## src/hdl/dsc_map.svh

```systemverilog
// register offsets, field positions, reset values and counts of the sync control block
`ifndef DSC_MAP_SVH
`define DSC_MAP_SVH
`define DSC_ADR_CTRL 6'h00
`define DSC_ADR_DIV 6'h01
`define DSC_ADR_DLY 6'h02
`define DSC_ADR_STATUS 6'h03
`define DSC_ADR_INC 6'h04
`define DSC_CTRL_LPOL 0
`define DSC_CTRL_FPOL 1
`define DSC_CTRL_DSRC 2
`define DSC_CTRL_CSSEL 3
`define DSC_CTRL_CSEN 4
`define DSC_CTRL_FREEZE 5
`define DSC_CTRL_FMT_LO 6
`define DSC_CTRL_FMT_HI 7
`define DSC_ST_LOCK 0
`define DSC_ST_ADDR 1
`define DSC_ST_CLAMP 2
`define DSC_ST_FRAME 3
`define DSC_CTRL_RST 8'h00
`define DSC_DIV_RST 12'h320
`define DSC_DLY_RST 4'h0
`define DSC_INC_RST 16'h4000
`define DSC_LOCK_EDGES 4'h8
`define DSC_STRAP_WAIT 2'h3
`endif

```

## src/hdl/dsc_pkg.sv

```systemverilog
// types shared by the sync control block
package dsc_pkg;
   typedef enum logic [1:0] {
      FMT_BUS_A,
      FMT_BUS_AB,
      FMT_BUS_B,
      FMT_NONE
   } dsc_fmt_type;
endpackage

```

## src/hdl/dsc_sync2.sv

```systemverilog
// two-flop synchroniser for pin inputs
`timescale 1ns/1ps
`default_nettype none
module dsc_sync2 #(
   parameter int W = 1
) (
   input wire logic mclk,
   input wire logic rst,
   input wire logic [W-1:0] async,
   output logic [W-1:0] synced
);
   logic [W-1:0] meta_r;
   always_ff @(posedge mclk or posedge rst) begin
      if (rst) begin
         meta_r <= '0;
         synced <= '0;
      end else begin
         meta_r <= async;
         synced <= meta_r;
      end
   end
endmodule // dsc_sync2
`default_nettype wire

```

## src/hdl/dsc_sync_control_io.sv

```systemverilog
// sync input/output, digital pll and data bus gating of the digitizer
`timescale 1ns/1ps
`default_nettype none
`include "dsc_map.svh"
module dsc_sync_control_io #(
   parameter int DATA_W = 24,
   parameter int DIV_W = 12,
   parameter int ACC_W = 16,
   parameter int DLY_DEPTH = 16
) (
   input wire logic mclk,
   input wire logic rst,
   input wire logic wb_cyc_i,
   input wire logic wb_stb_i,
   input wire logic wb_we_i,
   input wire logic [7:0] wb_adr_i,
   input wire logic [3:0] wb_sel_i,
   input wire logic [31:0] wb_dat_i,
   output logic [31:0] wb_dat_o,
   output logic wb_ack_o,
   input wire logic slaveAddrLsbStrap,
   input wire logic externalClampPulse,
   input wire logic lineSyncIn,
   input wire logic frameSyncIn,
   input wire logic firstVideoChannelSync,
   input wire logic compositeSyncIn,
   input wire logic outputEnable_n,
   input wire logic [DATA_W-1:0] busAData,
   input wire logic [DATA_W-1:0] busBData,
   output logic slaveAddrLsb,
   output logic clampActive,
   output logic frameSyncActive,
   output logic displayLineSyncOut,
   output logic compositeSyncOut,
   output logic lockDetect,
   output logic [DATA_W-1:0] busAOut,
   output logic busAOe,
   output logic [DATA_W-1:0] busBOut,
   output logic busBOe,
   output dsc_pkg::dsc_fmt_type formatterMode
);
   import dsc_pkg::*;
   localparam int TAP_W = $clog2(DLY_DEPTH);

   typedef struct packed {
      logic [7:0] ctrl;
      logic [DIV_W-1:0] divTotal;
      logic [TAP_W-1:0] dlyTap;
      logic ack;
      logic [31:0] rdat;
      logic [1:0] strapWait;
      logic strapTaken;
      logic addrLsb;
      logic lineD;
      logic [DLY_DEPTH-1:0] dlyLine;
      logic [ACC_W-1:0] digital_tuned_oscillator;
      logic [ACC_W-1:0] inc;
      logic [DIV_W-1:0] divCnt;
      logic divPulse;
      logic [3:0] lockCnt;
      logic locked;
      logic dispSync;
      logic csOut;
      logic clamp;
      logic frame;
      logic [DATA_W-1:0] aOut;
      logic aOe;
      logic [DATA_W-1:0] bOut;
      logic bOe;
      dsc_fmt_type fmt;
   } dsc_state_type;

   dsc_state_type s_r, s_nxt;
   logic [6:0] pinS;
   logic strapS, clampS, lineS, frameS, chanS, csInS, oeNS;

   dsc_sync2 #(.W(7)) u_pins (
      .mclk(mclk),
      .rst(rst),
      .async({slaveAddrLsbStrap, externalClampPulse, lineSyncIn,
              frameSyncIn, firstVideoChannelSync, compositeSyncIn,
              outputEnable_n}),
      .synced(pinS)
   );
   assign {strapS, clampS, lineS, frameS, chanS, csInS, oeNS} = pinS;

   logic lineN, frameN, refEdge, usesA, usesB, busReq;
   logic [ACC_W:0] accSum;
   assign lineN = lineS ^ s_r.ctrl[`DSC_CTRL_LPOL];
   assign frameN = frameS ^ s_r.ctrl[`DSC_CTRL_FPOL];
   assign refEdge = lineN & ~s_r.lineD;
   assign usesA = (s_r.fmt == FMT_BUS_A) || (s_r.fmt == FMT_BUS_AB);
   assign usesB = (s_r.fmt == FMT_BUS_B) || (s_r.fmt == FMT_BUS_AB);
   assign busReq = wb_cyc_i & wb_stb_i & ~s_r.ack;
   assign accSum = {1'b0, s_r.digital_tuned_oscillator} + {1'b0, s_r.inc};

   always_comb begin
      s_nxt = s_r;
      // classic wishbone: one wait state, unmapped reads give zero
      s_nxt.ack = busReq;
      if (busReq) begin
         s_nxt.rdat = 32'h0;
         unique case (wb_adr_i[7:2])
            `DSC_ADR_CTRL: s_nxt.rdat = 32'(s_r.ctrl);
            `DSC_ADR_DIV: s_nxt.rdat = 32'(s_r.divTotal);
            `DSC_ADR_DLY: s_nxt.rdat = 32'(s_r.dlyTap);
            `DSC_ADR_STATUS: begin
               s_nxt.rdat[`DSC_ST_LOCK] = s_r.locked;
               s_nxt.rdat[`DSC_ST_ADDR] = s_r.addrLsb;
               s_nxt.rdat[`DSC_ST_CLAMP] = s_r.clamp;
               s_nxt.rdat[`DSC_ST_FRAME] = s_r.frame;
            end
            `DSC_ADR_INC: s_nxt.rdat = 32'(s_r.inc);
            default: s_nxt.rdat = 32'h0;
         endcase
         if (wb_we_i) begin
            if (wb_adr_i[7:2] == `DSC_ADR_CTRL && wb_sel_i[0]) begin
               s_nxt.ctrl = wb_dat_i[7:0];
            end
            if (wb_adr_i[7:2] == `DSC_ADR_DIV && wb_sel_i[0]) begin
               s_nxt.divTotal = wb_dat_i[DIV_W-1:0];
            end
            if (wb_adr_i[7:2] == `DSC_ADR_DLY && wb_sel_i[0]) begin
               s_nxt.dlyTap = wb_dat_i[TAP_W-1:0];
            end
         end
      end
      // strap is caught once, after the synchroniser has filled
      if (!s_r.strapTaken) begin
         if (s_r.strapWait == `DSC_STRAP_WAIT) begin
            s_nxt.strapTaken = 1'b1;
            s_nxt.addrLsb = strapS;
         end else begin
            s_nxt.strapWait = s_r.strapWait + 2'h1;
         end
      end
      s_nxt.clamp = clampS;
      s_nxt.frame = frameN;
      s_nxt.lineD = lineN;
      s_nxt.dlyLine = {s_r.dlyLine[DLY_DEPTH-2:0], lineN};
      // dto and feedback divider
      s_nxt.digital_tuned_oscillator = accSum[ACC_W-1:0];
      s_nxt.divPulse = 1'b0;
      if (accSum[ACC_W]) begin
         if (s_r.divCnt >= DIV_W'(s_r.divTotal - 1'b1)) begin
            s_nxt.divCnt = '0;
            s_nxt.divPulse = 1'b1;
         end else begin
            s_nxt.divCnt = s_r.divCnt + 1'b1;
         end
      end
      // detector acts on the reference edge; divider phase is the error
      if (refEdge) begin
         if (s_r.divCnt == '0 ||
             s_r.divCnt == DIV_W'(s_r.divTotal - 1'b1)) begin
            if (s_r.lockCnt != `DSC_LOCK_EDGES) begin
               s_nxt.lockCnt = s_r.lockCnt + 4'h1;
            end
         end else begin
            s_nxt.lockCnt = 4'h0;
         end
         if (!s_r.ctrl[`DSC_CTRL_FREEZE] && s_r.divCnt != '0) begin
            if (s_r.divCnt < (s_r.divTotal >> 1)) begin
               s_nxt.inc = s_r.inc - 1'b1;
            end else begin
               s_nxt.inc = s_r.inc + 1'b1;
            end
         end
      end
      s_nxt.locked = (s_r.lockCnt == `DSC_LOCK_EDGES);
      s_nxt.dispSync = s_r.ctrl[`DSC_CTRL_DSRC] ? s_r.divPulse
                                              : s_r.dlyLine[s_r.dlyTap];
      s_nxt.csOut = s_r.ctrl[`DSC_CTRL_CSEN] &
                    (s_r.ctrl[`DSC_CTRL_CSSEL] ? csInS : chanS);
      s_nxt.fmt = dsc_fmt_type'(s_r.ctrl[`DSC_CTRL_FMT_HI:`DSC_CTRL_FMT_LO]);
      // data follows its bus even when parked, only the enables gate
      s_nxt.aOut = busAData;
      s_nxt.bOut = busBData;
      // synchroniser resets to 0, which reads as enabled: wait till filled
      s_nxt.aOe = ~oeNS & usesA & s_r.strapWait[1];
      s_nxt.bOe = ~oeNS & usesB & s_r.strapWait[1];
   end

   always_ff @(posedge mclk or posedge rst) begin
      if (rst) begin
         s_r <= '0;
         s_r.ctrl <= `DSC_CTRL_RST;
         s_r.divTotal <= `DSC_DIV_RST;
         s_r.dlyTap <= `DSC_DLY_RST;
         s_r.inc <= `DSC_INC_RST;
         s_r.fmt <= FMT_BUS_A;
      end else begin
         s_r <= s_nxt;
      end
   end

   assign wb_ack_o = s_r.ack;
   assign wb_dat_o = s_r.rdat;
   assign slaveAddrLsb = s_r.addrLsb;
   assign clampActive = s_r.clamp;
   assign frameSyncActive = s_r.frame;
   assign displayLineSyncOut = s_r.dispSync;
   assign compositeSyncOut = s_r.csOut;
   assign lockDetect = s_r.locked;
   assign busAOut = s_r.aOut;
   assign busAOe = s_r.aOe;
   assign busBOut = s_r.bOut;
   assign busBOe = s_r.bOe;
   assign formatterMode = s_r.fmt;
endmodule // dsc_sync_control_io
`default_nettype wire

```

## config.mk

```make
export PLATFORM = sky130hd
export DESIGN_NAME = dsc_sync_control_io
export DESIGN_NICKNAME = d
export VERILOG_FILES = /design/src/hdl/dsc_pkg.sv /design/src/hdl/dsc_sync2.sv /design/src/hdl/dsc_sync_control_io.sv
export VERILOG_INCLUDE_DIRS = /design/src /design/src/hdl
export SDC_FILE = /design/constraint.sdc
export NUM_CORES = 1
export LEC_CHECK = 0
export ABC_AREA = 1
export BUFFER_PORTS_ARGS = -buffer_cell sky130_fd_sc_hd__buf_2
export CORE_AREA = 2 2 167 169
export DETAILED_ROUTE_END_ITERATION = 10
export DIE_AREA = 0 0 169 171
export HOLD_SLACK_MARGIN = 0.15
export PLACE_DENSITY = 0.58
export SETUP_SLACK_MARGIN = 0.2
export SYNTH_ARGS = -nofsm -noshare
export SYNTH_HDL_FRONTEND = slang
export SYNTH_SLANG_ARGS = --single-unit
```

## constraint.sdc

```tcl
create_clock -name mclk -period 5.6 [get_ports mclk]
set_input_delay 0.56 -clock mclk [delete_from_list [all_inputs] [get_ports mclk]]
set_output_delay 0.56 -clock mclk [all_outputs]
set_load 0.02 [all_outputs]
```

==> impl_metrics.tcl <==
set metrics [dict create \
    outcome "completed" \
    total_switching_power_mw 0.804 \
    relSlewSlack_pct 32.5 \
    period_minus_slack_ns 3.52 \
    finalWorstSetupSlack_ns 2.08 \
    ctsResizeCount 0 \
    vias 6894 \
    ys_warn_count 0 \
    grt-ovfl-total 0 \
    netlist_area_sq_um 9320 \
    grt_pass1_vias 6537 \
    drc 0 \
    ios 195 \
    rsz0062_at_grt "false" \
    holdCritPathClass "in -> reg" \
    cts_root_buf "clkbuf_16" \
    clk_pin_slew_worst_paths_ns 0.08 \
    gp_congestion 0.850 \
    critPathTopFamily "simple AND/OR/NAND/NOR gates" \
    ys.flop_type "dfrtp_1" \
    num_rows 61 \
    synth_seq_area_share_pct 48.7 \
    path_max_fanout 14 \
    die_area_sq_um 28900 \
    async_reset_ff_share_pct 100 \
    dieWidth_um 169 \
    antenna_left 0 \
    cts.sinks 181 \
    clockPowerShare_pct 43.7 \
    sequentialPowerShare_pct 48.8 \
    cts.path.max_buffers 2 \
    post_drt_via_cell_ratio 4.61 \
    pre_cts_ws_ns 2.15 \
    dp_hpwl_mm 15.8 \
    final_cell_mix "nand2_1, dfrtp_1, buf_2, inv_1, nor2_1" \
    antenna_found_initial 0 \
    final_common_cell "nand2_1" \
    met3_usage_pct 3.84 \
    tightestPinTransition_ns 1.01 \
    clk_latency_ns 0.44 \
    synth_edf_count 0 \
    n_antenna_cell 0 \
    cp.required_ns 5.98 \
    start_kind "flop" \
    grt_pass1_wl_mm 33.8 \
    synth_cell_type_count 43 \
    drv_slew 0 \
    fin_util_pct 38.7 \
    grt_util_met1_pct 19.6 \
    chipHeight_um 171 \
    cts_tree "built" \
    cp_num_buf_inv 3 \
    arrival_ns 3.89 \
    syn_area_per_cell_sq_um 8.95 \
    vdd_drop_max_mv 0.202 \
    wl_mm 21.2 \
    skew_ns 0.0132 \
    synth_cells 1041 \
    area_growth_pct 13.4 \
    finalNetCount 1304 \
    core_area_sq_um 27300 \
    ctsHoldBuffers 0 \
    post_cts_buffers 0 \
    power.total_mw 2.86 \
    critPathKind "reg -> reg" \
    end_kind "flop" \
    max_freq_mhz 284 \
    leakagePower_nw 5.58 \
    netSwitchingFraction_pct 28.1 \
    drive_above_1_share_pct 18.1 \
    p_per_area_nw_per_um2 271 \
    busiest_layer "met2" \
    cts_buffers 17 \
    wl_per_cell_um 14.2 \
    first_iter_violations 445 \
    maxCapViolCount 0 \
    synth_seq_cells 181 \
    crit_path_top_delay_cell "dfstp_2" \
    crit_path_frequent_cell "nand2_1" \
    met2_usage_pct 24.4 \
    p_int_mw 2.05 \
    holdWs_ns 0.217 \
    grtUsageTotal_pct 14.9 \
    timing.final.crit_share_pct 62.8 \
    fin_tns_setup_ns 0 \
    combPwrFrac_pct 7.5 \
    setup_viol 0 \
    grt_max_degree 182 \
    hold_viol_final 0 \
    dr.pass1.iters 5 \
    initial_core_util_pct 34.1 \
    slowest_delay_ns 0.53 \
    worstPathCellList "inv_1 > ha_1 > nand2_1 > inv_1 > nand2_1 > nand2_1 > a21oi_1 > nand2_1 > inv_1 > ha_1 > a21oi_1 > o21ai_0 > nand2_1 > nand2_1 > and2_1 > o21ai_0 > nand3_1 > nand2_1" \
    ctsHtreeMaxLevel 4 \
    portBuffers 153 \
]
-- through the flow --
| step | cells | cell area (sq um) |
|---|---|---|
| final | 1497 | 10600 |
| after CTS | 1497 | 10600 |
| after global placement | 1465 | 9930 |
| after global routing | 1497 | 10600 |
| after floorplan | 1056 | 9380 |
| after detailed placement | 1465 | 9930 |
-- Yosys cell counts, types with 12 or more instances --
| cell | count | area (sq um) |
|---|---|---|
| nand2_1 | 243 | 912 |
| nor2_1 | 68 | 255 |
| a21oi_1 | 51 | 255 |
| xor2_1 | 29 | 254 |
| inv_1 | 112 | 420 |
| nor3_1 | 14 | 70.1 |
| nand3_1 | 42 | 210 |
| nand4_1 | 12 | 75.1 |
| ha_1 | 60 | 751 |
| dfrtp_1 | 177 | 4430 |
| o21ai_0 | 66 | 330 |
| buf_4 | 82 | 616 |
| nand3b_1 | 12 | 90.1 |
-- layout make-up --
cell class / instances / area, sq um
sequential: 181 / 4530
multi-input combinational: 666 / 3720
inverter: 116 / 442
tap: 346 / 433
timing repair buffer: 156 / 801
fill: 2750 / 16800
clock inverter: 15 / 209
clock buffer: 17 / 425
-- flip-flops by register name, indices dropped and copies added (netlist names), 2 cells and up --
name and cells:
s_nxt 17, formatterMode 2, u_pins.synced 7, busBOut 24, u_pins.meta_r 7, wb_dat_o 16, s_r 75, busAOut 24
-- layer usage --
metal | vias up | share of wire [%]
li1 | 3450 | -
met1 | 3234 | 48
met2 | 190 | 45
met3 | 20 | 6.4
met4 | 0 | 1.0
met5 | - | 0
-- worst register-to-register path: cells and delay by family, from the launching register on --
| family | cells | cell delay (ns) |
|---|---|---|
| and+or+nand+nor | 9 | 0.98 |
| DFF | 1 | 0.53 |
| adders and majority gates | 2 | 0.68 |
| buffers and inverters | 3 | 0.58 |
| AOI/OAI and AO/OA | 4 | 0.70 |
-- worst paths after layout --
| check | startpoint | to | slack [ns] | cells after the start |
|---|---|---|---|---|
| max | s_r[172] | s_r[84] | 2.08 | 18 |
| min | lineSyncIn | u_pins.meta_r[4] | 0.22 | 1 |
| max reg2reg | s_r[172] | s_r[84] | 2.08 | 18 |
| min reg2reg | u_pins.meta_r[6] | u_pins.synced[6] | 0.35 | 0 |
| max in group asynchronous | rst | s_r[103] | 4.44 | 3 |
| min in group asynchronous | rst | busAOe | 0.38 | 3 |
-- power groups by stage --
| stage | clock [mW] | combinational [mW] | sequential (mW) |
|---|---|---|---|
| 6_report | 1.25 | 0.215 | 1.39 |
| 5_1_grt | 1.34 | 0.244 | 1.40 |
| 4_1_cts | 1.29 | 0.220 | 1.40 |
| 3_5_place_dp | 0 | 0.219 | 1.42 |
| 3_3_place_gp | 0 | 0.216 | 1.42 |
| 2_1_floorplan | 0 | 0.170 | 1.42 |
-- kinds of logic after synthesis --
family | Yosys count | share of synthesized area, %
XOR/XNOR | 39 | 3.75
buffers and inverters | 209 | 12.0
AND/OR/NAND/NOR | 401 | 18.2
other | 1 | 0.0402
AO/OA/AOI/OAI | 148 | 8.81
flip-flops | 181 | 48.7
adder cells (fa/ha/maj) | 62 | 8.49
No activity file was read; power rests on OpenSTA's default activity.
